**config.mk**
```make
export PLATFORM = sky130hd
export DESIGN_NAME = ifch_handler
export DESIGN_NICKNAME = d
export VERILOG_FILES = /design/src/pkg/ifch_pkg.sv /design/src/hdl/ifch_handler.sv
export VERILOG_INCLUDE_DIRS = /design/src /design/src/pkg
export SDC_FILE = /design/constraint.sdc
export NUM_CORES = 1
export LEC_CHECK = 0
export BUFFER_PORTS_ARGS = -buffer_cell sky130_fd_sc_hd__buf_2
export CORE_MARGIN = 5
export CORE_UTILIZATION = 45
export CTS_CLUSTER_DIAMETER = 80
export DETAILED_ROUTE_END_ITERATION = 8
export PLACE_DENSITY = 0.78
export SLEW_MARGIN = 25
export SYNTH_ARGS = -nofsm -noshare
export SYNTH_HDL_FRONTEND = slang
export SYNTH_SLANG_ARGS = --single-unit
```
**constraint.sdc**
```tcl
create_clock -name mclk -period 3.4 [get_ports mclk]
set_clock_uncertainty 0.05 [all_clocks]
set_input_delay 0.85 -clock mclk [delete_from_list [all_inputs] [get_ports mclk]]
set_output_delay 0.85 -clock mclk [all_outputs]
set_load 0.01 [all_outputs]
```
**src/pkg/ifch_defs.svh**
```systemverilog
// Constants for the ISP frame command handler
//==========================================
`ifndef IFCH_DEFS_SVH
`define IFCH_DEFS_SVH
`define IFCH_REC_PROGRAM 8'h00
`define IFCH_REC_START 8'h01
`define IFCH_REC_PAGE 8'h02
`define IFCH_REC_CMD 8'h04
`define IFCH_LEN_START 8'h00
`define IFCH_LEN_PAGE 8'h02
`define IFCH_LEN_SELMEM 8'h02
`define IFCH_LEN_RANGE 8'h05
`define IFCH_ACT_READ 8'h00
`define IFCH_ACT_BLANK 8'h01
`define IFCH_ACT_ERASE 8'h02
`define IFCH_FAM_FLASH 4'h0
`define IFCH_FAM_BOOT 4'h3
`define IFCH_FAM_SIG 4'h6
`define IFCH_FAM_SEC 4'h7
`define IFCH_FAM_CONF 4'h8
`define IFCH_FLASH_TOP 17'h1FFFF
`define IFCH_LVL_NONE 3'h7
`define IFCH_LVL_TWO 3'h6
`define IFCH_BOOT_REV 8'h00
`define IFCH_BOOT_ID1 8'h01
`define IFCH_BOOT_ID2 8'h02
`define IFCH_SIG_MANUF 8'h30
`define IFCH_SIG_FAMILY 8'h31
`define IFCH_SIG_PRODUCT 8'h60
`define IFCH_SIG_REV 8'h61
`define IFCH_CH_X 8'h58
`define IFCH_CH_L 8'h4C
`define IFCH_CH_DOT 8'h2E
`define IFCH_CH_CR 8'h0D
`define IFCH_CH_LF 8'h0A
`define IFCH_ERASED 8'hFF
`endif

```
**src/pkg/ifch_pkg.sv**
```systemverilog
// Types for the ISP frame command handler
package ifch_pkg;
   typedef enum logic [6:0] {
      IFCH_IDLE = 7'h01,
      IFCH_HDR = 7'h02,
      IFCH_DATA = 7'h04,
      IFCH_EXEC = 7'h08,
      IFCH_MEMRD = 7'h10,
      IFCH_MEMWT = 7'h20,
      IFCH_REPLY = 7'h40
   } ifch_state_e;
   typedef enum logic [1:0] {
      IFCH_RP_CHAR = 2'h0,
      IFCH_RP_DATA = 2'h1,
      IFCH_RP_ADDR = 2'h2
   } ifch_reply_e;
endpackage

```
**src/hdl/ifch_handler.sv**
```systemverilog
// ISP frame command handler: decodes frames, runs read and blank check
`timescale 1ns/1ps
`include "ifch_defs.svh"
module ifch_handler
   import ifch_pkg::*;
#(
   parameter logic [7:0] BOOT_REV = 8'h10,    // Arbitrary value
   parameter logic [7:0] BOOT_ID1 = 8'h11,    // Arbitrary value
   parameter logic [7:0] BOOT_ID2 = 8'h12,    // Arbitrary value
   parameter logic [7:0] SIG_MANUF = 8'hA5,   // Arbitrary value
   parameter logic [7:0] SIG_FAMILY = 8'h5A,  // Arbitrary value
   parameter logic [7:0] SIG_PRODUCT = 8'h3C, // Arbitrary value
   parameter logic [7:0] SIG_REV = 8'hC3      // Arbitrary value
) (
   input wire logic mclk,
   input wire logic nrst,
   input wire logic clk_en,
   input wire logic rx_valid,
   input wire logic rx_first,
   input wire logic [7:0] rx_byte,
   input wire logic tx_ready,
   output logic tx_valid,
   output logic [7:0] tx_byte,
   output logic tx_kind_addr,
   output logic [16:0] tx_addr,
   output logic flash_rd,
   output logic [16:0] flash_addr,
   input wire logic [7:0] flash_data,
   input wire logic [7:0] security_level_byte,
   input wire logic [7:0] boot_config_byte,
   output logic wdog_reset,
   output logic [1:0] family_page,
   output logic [3:0] family_sel
);
   // ==========================================
   // Frame capture
   // Frame bytes arrive as length, offset hi, offset lo, type, data..., checksum
   ifch_state_e state_reg;
   logic [7:0] len_reg, type_reg, sum_reg;
   logic [15:0] off_reg;
   logic [7:0] dat_reg [0:4];
   logic [7:0] cnt_reg;
   logic [16:0] cur_reg, end_reg;
   logic is_blank_reg;
   logic [2:0] lvl;
   logic lvl_ok;
   logic [7:0] info_byte;
   logic info_hit;
   logic [7:0] sum_next;

   assign lvl = security_level_byte[2:0];
   assign lvl_ok = (lvl == `IFCH_LVL_NONE) || (lvl == `IFCH_LVL_TWO);
   assign sum_next = sum_reg + rx_byte;

   always_comb begin
      info_byte = 8'h00;
      info_hit = 1'b0;
      if (family_sel == `IFCH_FAM_SEC && dat_reg[1] == 8'h00 && dat_reg[0] == 8'h00) begin
         info_byte = security_level_byte;
         info_hit = 1'b1;
      end else if (family_sel == `IFCH_FAM_CONF && dat_reg[1] == 8'h00 && dat_reg[0] == 8'h00) begin
         info_byte = boot_config_byte;
         info_hit = 1'b1;
      end else if (family_sel == `IFCH_FAM_BOOT && dat_reg[0] == 8'h00) begin
         info_hit = 1'b1;
         if (dat_reg[1] == `IFCH_BOOT_REV) begin
            info_byte = BOOT_REV;
         end else if (dat_reg[1] == `IFCH_BOOT_ID1) begin
            info_byte = BOOT_ID1;
         end else if (dat_reg[1] == `IFCH_BOOT_ID2) begin
            info_byte = BOOT_ID2;
         end else begin
            info_hit = 1'b0;
         end
      end else if (family_sel == `IFCH_FAM_SIG && dat_reg[0] == 8'h00) begin
         info_hit = 1'b1;
         if (dat_reg[1] == `IFCH_SIG_MANUF) begin
            info_byte = SIG_MANUF;
         end else if (dat_reg[1] == `IFCH_SIG_FAMILY) begin
            info_byte = SIG_FAMILY;
         end else if (dat_reg[1] == `IFCH_SIG_PRODUCT) begin
            info_byte = SIG_PRODUCT;
         end else if (dat_reg[1] == `IFCH_SIG_REV) begin
            info_byte = SIG_REV;
         end else begin
            info_hit = 1'b0;
         end
      end
   end

   // ==========================================
   // Main sequencer
   always_ff @(posedge mclk) begin
      if (!nrst) begin
         state_reg <= IFCH_IDLE;
         len_reg <= 8'h00;
         type_reg <= 8'h00;
         sum_reg <= 8'h00;
         off_reg <= 16'h0000;
         cnt_reg <= 8'h00;
         cur_reg <= 17'h00000;
         end_reg <= 17'h00000;
         is_blank_reg <= 1'b0;
         for (int i = 0; i < 5; i++) begin
            dat_reg[i] <= 8'h00;
         end
         tx_valid <= 1'b0;
         tx_byte <= 8'h00;
         tx_kind_addr <= 1'b0;
         tx_addr <= 17'h00000;
         flash_rd <= 1'b0;
         flash_addr <= 17'h00000;
         wdog_reset <= 1'b0;
         family_page <= 2'h0;
         family_sel <= `IFCH_FAM_FLASH;
      end else if (clk_en) begin
         flash_rd <= 1'b0;
         if (tx_valid && tx_ready) begin
            tx_valid <= 1'b0;
         end
         case (state_reg)
            IFCH_IDLE: begin
               if (rx_valid && rx_first) begin
                  len_reg <= rx_byte;
                  sum_reg <= rx_byte;
                  cnt_reg <= 8'h01;
                  state_reg <= IFCH_HDR;
               end
            end
            IFCH_HDR: begin
               if (rx_valid) begin
                  sum_reg <= sum_next;
                  cnt_reg <= cnt_reg + 8'h01;
                  if (cnt_reg == 8'h01) begin
                     off_reg[15:8] <= rx_byte;
                  end else if (cnt_reg == 8'h02) begin
                     off_reg[7:0] <= rx_byte;
                  end else begin
                     type_reg <= rx_byte;
                     cnt_reg <= 8'h00;
                     state_reg <= IFCH_DATA;
                  end
               end
            end
            IFCH_DATA: begin
               if (rx_valid) begin
                  sum_reg <= sum_next;
                  cnt_reg <= cnt_reg + 8'h01;
                  if (cnt_reg < 8'h05) begin
                     dat_reg[cnt_reg[2:0]] <= rx_byte;
                  end
                  // Final byte is the checksum; total must wrap to zero
                  if (cnt_reg == len_reg) begin
                     state_reg <= IFCH_EXEC;
                     if (sum_next != 8'h00) begin
                        tx_byte <= `IFCH_CH_X;
                        tx_kind_addr <= 1'b0;
                        tx_valid <= 1'b1;
                        state_reg <= IFCH_REPLY;
                     end
                  end
               end
            end
            IFCH_EXEC: begin
               state_reg <= IFCH_IDLE;
               cur_reg <= {family_page[0], dat_reg[0], dat_reg[1]};
               end_reg <= {family_page[0], dat_reg[2], dat_reg[3]};
               if (type_reg == `IFCH_REC_START && len_reg == `IFCH_LEN_START && off_reg == 16'h0000) begin
                  wdog_reset <= 1'b1;
               end else if (type_reg == `IFCH_REC_PAGE && len_reg == `IFCH_LEN_PAGE) begin
                  if (family_sel == `IFCH_FAM_FLASH && dat_reg[0][7:4] < 4'h2) begin
                     family_page <= {1'b0, dat_reg[0][4]};
                     tx_byte <= `IFCH_CH_DOT;
                     tx_valid <= 1'b1;
                     state_reg <= IFCH_REPLY;
                  end
               end else if (type_reg == `IFCH_REC_CMD && len_reg == `IFCH_LEN_SELMEM && off_reg == 16'h0000) begin
                  if ((dat_reg[0] == 8'h00 && dat_reg[1] < 8'h02) ||
                      ((dat_reg[0] == 8'h03 || dat_reg[0] == 8'h06 || dat_reg[0] == 8'h07 ||
                        dat_reg[0] == 8'h08) && dat_reg[1] == 8'h00)) begin
                     family_sel <= dat_reg[0][3:0];
                     family_page <= dat_reg[1][1:0];
                     tx_byte <= `IFCH_CH_DOT;
                     tx_valid <= 1'b1;
                     state_reg <= IFCH_REPLY;
                  end // else
               end else if (type_reg == `IFCH_REC_CMD && len_reg == `IFCH_LEN_RANGE && off_reg == 16'h0000) begin
                  if (dat_reg[4] == `IFCH_ACT_BLANK && family_sel == `IFCH_FAM_FLASH) begin
                     if (!lvl_ok) begin
                        tx_byte <= `IFCH_CH_L;
                        tx_valid <= 1'b1;
                        state_reg <= IFCH_REPLY;
                     end else begin
                        is_blank_reg <= 1'b1;
                        state_reg <= IFCH_MEMRD;
                     end
                  end else if (dat_reg[4] == `IFCH_ACT_READ && family_sel == `IFCH_FAM_FLASH) begin
                     if (!lvl_ok) begin
                        tx_byte <= `IFCH_CH_L;
                        tx_valid <= 1'b1;
                        state_reg <= IFCH_REPLY;
                     end else begin
                        is_blank_reg <= 1'b0;
                        state_reg <= IFCH_MEMRD;
                     end
                  end else if (dat_reg[4] == `IFCH_ACT_READ && info_hit) begin
                     tx_byte <= info_byte;
                     tx_kind_addr <= 1'b1;
                     tx_addr <= {9'h000, dat_reg[1]};
                     tx_valid <= 1'b1;
                     state_reg <= IFCH_REPLY;
                  end
               end
            end
            IFCH_MEMRD: begin
               // Flash data stands one cycle only, so no read starts while a byte is still offered
               if (!tx_valid) begin
                  flash_rd <= 1'b1;
                  flash_addr <= cur_reg;
                  state_reg <= IFCH_MEMWT;
               end
            end
            IFCH_MEMWT: begin
               if (!flash_rd && !tx_valid) begin
                  if (is_blank_reg) begin
                     if (flash_data != `IFCH_ERASED) begin
                        tx_kind_addr <= 1'b1;
                        tx_addr <= cur_reg;
                        tx_byte <= `IFCH_ERASED;
                        tx_valid <= 1'b1;
                        state_reg <= IFCH_REPLY;
                     end else if (cur_reg >= end_reg || cur_reg == `IFCH_FLASH_TOP) begin
                        tx_kind_addr <= 1'b0;
                        tx_byte <= `IFCH_CH_DOT;
                        tx_valid <= 1'b1;
                        state_reg <= IFCH_REPLY;
                     end else begin
                        cur_reg <= cur_reg + 17'h00001;
                        state_reg <= IFCH_MEMRD;
                     end
                  end else begin
                     tx_kind_addr <= 1'b1;
                     tx_addr <= cur_reg;
                     tx_byte <= flash_data;
                     tx_valid <= 1'b1;
                     if (cur_reg >= end_reg || cur_reg == `IFCH_FLASH_TOP) begin
                        state_reg <= IFCH_REPLY;
                     end else begin
                        cur_reg <= cur_reg + 17'h00001;
                        state_reg <= IFCH_MEMRD;
                     end
                  end
               end
            end
            IFCH_REPLY: begin
               // Reply ends when the last item is accepted; the serialiser adds CR LF
               if (tx_valid && tx_ready) begin
                  tx_kind_addr <= 1'b0;
                  state_reg <= IFCH_IDLE;
               end
            end
            default: state_reg <= IFCH_IDLE;
         endcase
      end
   end

   // ==========================================
   // Checks
   chk_level_gate: assert property (@(posedge mclk) disable iff (!nrst)
      flash_rd |-> lvl_ok) else $error("Flash read at forbidden level");
   chk_bad_sum: assert property (@(posedge mclk) disable iff (!nrst)
      (clk_en && state_reg == IFCH_DATA && rx_valid && cnt_reg == len_reg && sum_next != 8'h00)
      |=> (tx_valid && tx_byte == `IFCH_CH_X)) else $error("Bad checksum not answered");
   chk_blank_fam: assert property (@(posedge mclk) disable iff (!nrst)
      (state_reg == IFCH_MEMRD) |-> family_sel == `IFCH_FAM_FLASH) else $error("Flash op on other family");
   chk_range: assert property (@(posedge mclk) disable iff (!nrst)
      flash_rd |-> flash_addr <= `IFCH_FLASH_TOP) else $error("Flash address out of range");
   chk_page_legal: assert property (@(posedge mclk) disable iff (!nrst)
      family_sel != `IFCH_FAM_FLASH |-> family_page == 2'h0) else $error("Page on non-flash family");
   chk_start_app: assert property (@(posedge mclk) disable iff (!nrst)
      $rose(wdog_reset) |-> $past(state_reg) == IFCH_EXEC && $past(type_reg) == `IFCH_REC_START)
      else $error("Watchdog without start frame");
   chk_refuse_l: assert property (@(posedge mclk) disable iff (!nrst)
      (clk_en && state_reg == IFCH_EXEC && type_reg == `IFCH_REC_CMD && len_reg == `IFCH_LEN_RANGE &&
       off_reg == 16'h0000 && family_sel == `IFCH_FAM_FLASH && !lvl_ok && dat_reg[4] == `IFCH_ACT_READ)
      |=> tx_byte == `IFCH_CH_L) else $error("Secured read not refused");
   chk_fail_addr: assert property (@(posedge mclk) disable iff (!nrst)
      (clk_en && state_reg == IFCH_MEMWT && !flash_rd && !tx_valid && is_blank_reg && flash_data != `IFCH_ERASED)
      |=> tx_kind_addr && tx_addr == $past(cur_reg)) else $error("Blank fail address wrong");
   cov_blank: cover property (@(posedge mclk) state_reg == IFCH_MEMWT && is_blank_reg);
   cov_secure: cover property (@(posedge mclk) tx_valid && tx_byte == `IFCH_CH_L);
   cov_wdog: cover property (@(posedge mclk) $rose(wdog_reset));
endmodule // ifch_handler

```
* Yosys cells after proc, flatten, opt, wreduce, memory -nomap -nowiden
Memories as Yosys holds them, arrays and structs flattened. A register that Yosys moved wholly into a read port is not among the register bits.
Index checks and enable logic that the tools add are counted.
** Word-level totals
- Register bits after elaboration :: 142
- RAM bits :: 40
- Input port bits :: 38
- Output and inout port bits :: 52
- Word-level logic and storage cells :: 305
- Memories kept :: 1
** Cells by class
- $add $sub $neg :: 3
- Magnitude comparators :: 4
- Eq/ne operators :: 62
- Multiplexer cells :: 144
- Bitwise logic cells :: 6
- Reductions and logical operators :: 66
** Memory list
- dat_reg :: depth 5, bits a word 8, rd ports 5, clocked after Yosys merged registers in 2, wr ports 5, line ifch_handler.sv:41 : logic [7:0] dat_reg [0:4];
** Operators by type and width (count)
- $mux 8 :: 33
- $mux 17 :: 14
- $mux 7 :: 23
- $pmux 17 s2 :: 2
- $mux 1 :: 58
- $pmux 7 s7 :: 1
- $pmux 8 s3 :: 2
- $eq 8x2->1 const B :: 5
- $ne 2x2->1 const B :: 19
- $eq 8x1->1 const B :: 4
- $eq 8x3->1 const B :: 4
- $logic_not 8->1 :: 4
- $logic_and 1x1->1 :: 22
- $add 17x1->17 const B :: 1
- $eq 17x17->1 const B :: 1
- $ge 17x17->1 :: 1
- $eq 8x6->1 const B :: 2
- $eq 8x7->1 const B :: 2
- $logic_not 16->1 :: 1
- $pmux 8 s2 :: 1
- $mux 5 :: 3
- $reduce_and 15->1 :: 1
- $reduce_and 5->1 :: 3
- $ne 4x4->1 const B :: 3
- other kinds (44) :: 75

* Depth between registers and ports, before layout
An unclocked memory read counts as a cell.
- Depth after elaboration :: 19
- Depth in mapped cells :: 16
- Gate-level depth less buffers :: 14

* Worst setup path after synthesis
No wires, ideal clock.
- Path kind :: input port to flip-flop
- From :: in rx_byte[1]
- To :: reg tx_byte[0]
- Library setup time :: 0.117 ns
- Data arrival time :: 3.235 ns
- Data required time :: 3.233 ns
- Setup slack :: -0.002 ns
- Cell stages on the path :: 11
- Path through :: clkinv_1 > fa_1 > nand2b_1 > a21oi_1 > xor2_1 > or3_1 > nor4_1 > nor3_1 > and2_1 > buf_2 > a32o_1
** On the way
- Word-level cells in the longest chain between the ends :: 4
** RTL lines
- start: declaration :: line ifch_handler.sv:20 : input wire logic [7:0] rx_byte,
- $add 8x8->8 :: line ifch_handler.sv:53 : assign sum_next = sum_reg + rx_byte;
- $reduce_bool 8->1 :: line ifch_handler.sv:155 : if (sum_next != 8'h00) begin
- $ne 2x2->1 (no line)
- $reduce_and 12->1 (no line)
- end signal: assignment :: line ifch_handler.sv:156 : tx_byte <= `IFCH_CH_X;
- end signal: assignment :: line ifch_handler.sv:173 : tx_byte <= `IFCH_CH_DOT;
- end signal: assignment :: line ifch_handler.sv:183 : tx_byte <= `IFCH_CH_DOT;
- end: declaration :: line ifch_handler.sv:23 : output logic [7:0] tx_byte,
Every way passes these cells.
A chain may end at the register's enable or synchronous reset.

* Worst setup path in the final report
- From :: reg cur_reg[0]
- To :: reg tx_byte[7]
** On the way
- Word-level cells in the longest chain between the ends :: 4
- Elaborated cells on any way between the ends :: 5
- Those cells by class :: order compare: 1; eq/ne: 2; reduce/logical: 2
** RTL lines
- start: declaration :: line ifch_handler.sv:43 : logic [16:0] cur_reg, end_reg;
- start signal: assignment :: line ifch_handler.sv:166 : cur_reg <= {family_page[0], dat_reg[0], dat_reg[1]};
- start signal: assignment :: line ifch_handler.sv:238 : cur_reg <= cur_reg + 17'h00001;
- start signal: assignment :: line ifch_handler.sv:249 : cur_reg <= cur_reg + 17'h00001;
- $ge 17x17->1 / $eq 17x17->1 (equally long branches)
- $logic_or 1x1->1 (no line) *
- $ne 4x4->1 (no line) *
- $reduce_and 12->1 (no line) *
- end signal: assignment :: line ifch_handler.sv:229 : tx_byte <= `IFCH_ERASED;
- end signal: assignment :: line ifch_handler.sv:234 : tx_byte <= `IFCH_CH_DOT;
- end signal: assignment :: line ifch_handler.sv:244 : tx_byte <= flash_data;
Every way passes the cells marked *; elsewhere a longest branch is shown, timed or not.

==> key figures <==
Outcome
  • Status: completed

Final layout
  • Final net count: 1263
  • Most common cell after layout, fill and taps aside: nor2_1
  • Layout cells sized above 1: 0.167
  • Multi-input gate area: 5100 µm²
  • Area Growth Syn to Fin: 16.4%
  • Antenna cells: 0
  • Register area: 4040 µm²
  • Max reg flops: 40
  • Fill count: 1880
  • Highest-count cells in the layout ignoring fill and taps: 146 x nor2_1, 142 x dfxtp_1, 127 x nand2_1, 89 x buf_2, 77 x a21oi_1
  • Layout Utilization: 0.528

Worst setup path
  • Most frequent CP cell: and3_1
  • CP startpoint kind: register
  • Critical path fanouts, max: 5
  • Critical path endpoint category: register
  • CP required: 3.74 ns
  • RR Startpoint: cur_reg[0]$_SDFFE_PN0P_
  • Crit-path slowest cell: dfxtp_1
  • Critical-path cell list: ha_2, and3_1, nand4_1, nor2_1, and3_1, and3_1, and3_1, ha_1, nor2_2, nand3_1, nor3_1, nor3_2, buf_4, a21oi_1, a32o_1
  • Crit path DAT: 3.56 ns
  • Worst reg2reg setup slack: 0.18 ns
  • CP startpoint: cur_reg[0]$_SDFFE_PN0P_
  • Reg2reg end: tx_byte[7]$_SDFFE_PN0P_
  • CP Capture Point: tx_byte[7]$_SDFFE_PN0P_
  • R2r worst-path depth: 15
  • Critical path class: register to register
  • Worst path max stage delay: 0.36 ns

Timing
  • Final Cycle Share: 0.947
  • Min Hold Slack: 0.409 ns
  • Slew @ Worst Pin: 1.02 ns
  • FMAX: 311 MHz
  • Final hold violation count: 0
  • # setup viols final: 0
  • Final slew viol count: 0
  • Fin crit period: 3.22 ns
  • Slew margin rel.: 0.318

Die
  • Die area: 24100 µm²
  • # IOs: 90
  • Die Wd: 155 µm
  • Row cnt: 53
  • Initial core utilization: 0.454
  • Die H: 155 µm
  • Total core area: 20900 µm²

Logic synthesis
  • Number of flops mapped to enable cells by yosys: 40
  • Mean area per synthesized cell: 8.65 µm²
  • Synth warn: 0
  • Synth Instances: 1096
  • Seq/Total Area, Yosys: 0.427
  • Mapped Area: 9480 µm²
  • Top FF cell, synth: dfxtp_1
  • Count of state elements after synthesis: 182
  • Post-synth net total: 1165
  • Cell variety after synth: 73
  • Ys async rst share: 0

Placed design
  • Final HPWL DP: 19000 µm
  • Routability Congestion: 0.895
  • Port-buffer cells: 89

GRT
  • First-pass GRT wire length: 42200 µm
  • Initial antenna violation count: 0
  • Pin count of the biggest net entering global routing: 65
  • Vias in the first global route: 8263
  • Gr usage total: 0.216
  • Overflow after GRT: 0

Routing
  • WL/cell: 17.7 µm
  • Drt total wl: 26200 µm
  • Pre-Repair DR Iteration Count: 5
  • Initial DRC count: 712
  • Vias per inst: 5.75
  • Drt drc: 0
  • Antenna Nets Post-Route: 0
  • Via count: 8516

Clocking
  • Worst-path clk slew: 0.08 ns
  • Clock sinks: 182
  • Num CTS Buffers: 17
  • Htree depth: 4
  • Worst skew pair latency: 0.44 ns
  • Max Buffers Root-to-Sink: 2
  • Hold-fix buffers, CTS: 0
  • CTS Root Buffer Type: clkbuf_16
  • CTS tree: done

Flow run
  • Maxcap violations: 0

Power
  • Leakage: 4.58 nW
  • Max VDD drop: 0.000392 V
  • Cell Pwr Density: 405 nW/µm²

Min path
  • Hold Path Class: register to register
  • Hold Crit Start: end_reg[11]$_SDFFE_PN0P_
## power by group
group	internal [mW]	leakage, nW	switching (mW)
combinational	0.100	2.74	0.175
clock	0.991	0.281	0.945
sequential	2.23	1.56	0.0275
total	3.32	4.58	1.15
## synth_stat cells (10+ instances only)
library cell,count,area (µm²)
xnor2_1,10,87.6
inv_1,29,109
and3_1,16,100
and2_1,41,257
clkbuf_1,50,188
o31ai_1,10,75.1
nand2_1,128,480
dfxtp_1,142,2840
o21ai_0,41,205
nor2_1,148,556
ha_1,30,375
edfxtp_1,40,1200
mux2i_1,56,561
nor3_1,24,120
nand3_1,29,145
nand4_1,18,113
nor4_1,19,119
nand2b_1,23,144
a21oi_1,77,385
## layout make-up
cell class	count	area share
Timing Repair Buffer	140	0.0774
Clock inverter	14	0.0118
Clock buffer	18	0.0398
Multi-Input combinational cell	822	0.463
Sequential cell	182	0.367
Inverter	31	0.0107
Tap cell	275	0.0312
## worst min path at each step
stage,endpoint,cells past startpoint,slack [ns]
finish,end_reg[11]$_SDFFE_PN0P_,2,0.41
global route,end_reg[5]$_SDFFE_PN0P_,2,0.43
CTS,end_reg[11]$_SDFFE_PN0P_,2,0.41
detailed placement,end_reg[11]$_SDFFE_PN0P_,2,0.40
global placement,end_reg[7]$_SDFFE_PN0P_,2,0.39
floorplan,end_reg[10]$_SDFFE_PN0P_,2,0.39
## metrics by stage
step                worst slack [ns]   TNS, ns  total power [mW]  instances  area [µm²]
floorplan                     0.0419         0              2.48       1096        9480
finish                         0.181         0              4.47       1482       11000
global placement              -0.142    -0.899              2.57       1450       10400
CTS                           0.0604         0              4.49       1482       11000
global route                -0.00292  -0.00292              4.60       1482       11000
detailed placement            -0.197     -1.49              2.58       1450       10400
## per-layer routing
| layer | up-vias | wire, µm | GRT usage |
|---|---|---|---|
| li1 | 4119 | - | - |
| met5 | - | 0 | 0 |
| met1 | 4007 | 11100 | 0.275 |
| met4 | 0 | 674 | 0.0896 |
| met2 | 336 | 12600 | 0.358 |
| met3 | 54 | 1800 | 0.0437 |
## critical path: cells and delay by family, from the launching register on
family	cells	cell delay [ns]
adders and majority gates	2	0.41
buffers and inverters	1	0.16
and+or+nand+nor	10	1.77
DFF	1	0.36
AOI/OAI and AO/OA	2	0.42
## logic make-up after synthesis
family | share of synthesized area
simple gates | 0.266
compound gates | 0.149
flops | 0.427
buf+inv | 0.0390
mux | 0.0603
fa+ha+maj | 0.0417
xor+xnor | 0.0176
## timing repair
| item | in CTS | in global routing |
|---|---|---|
| gates resized for setup | 0 | 12 |
| setup buffers | 0 | 0 |
| setup endpoints to repair | 0 | 23 |
Power figures use the tool's default switching activity.
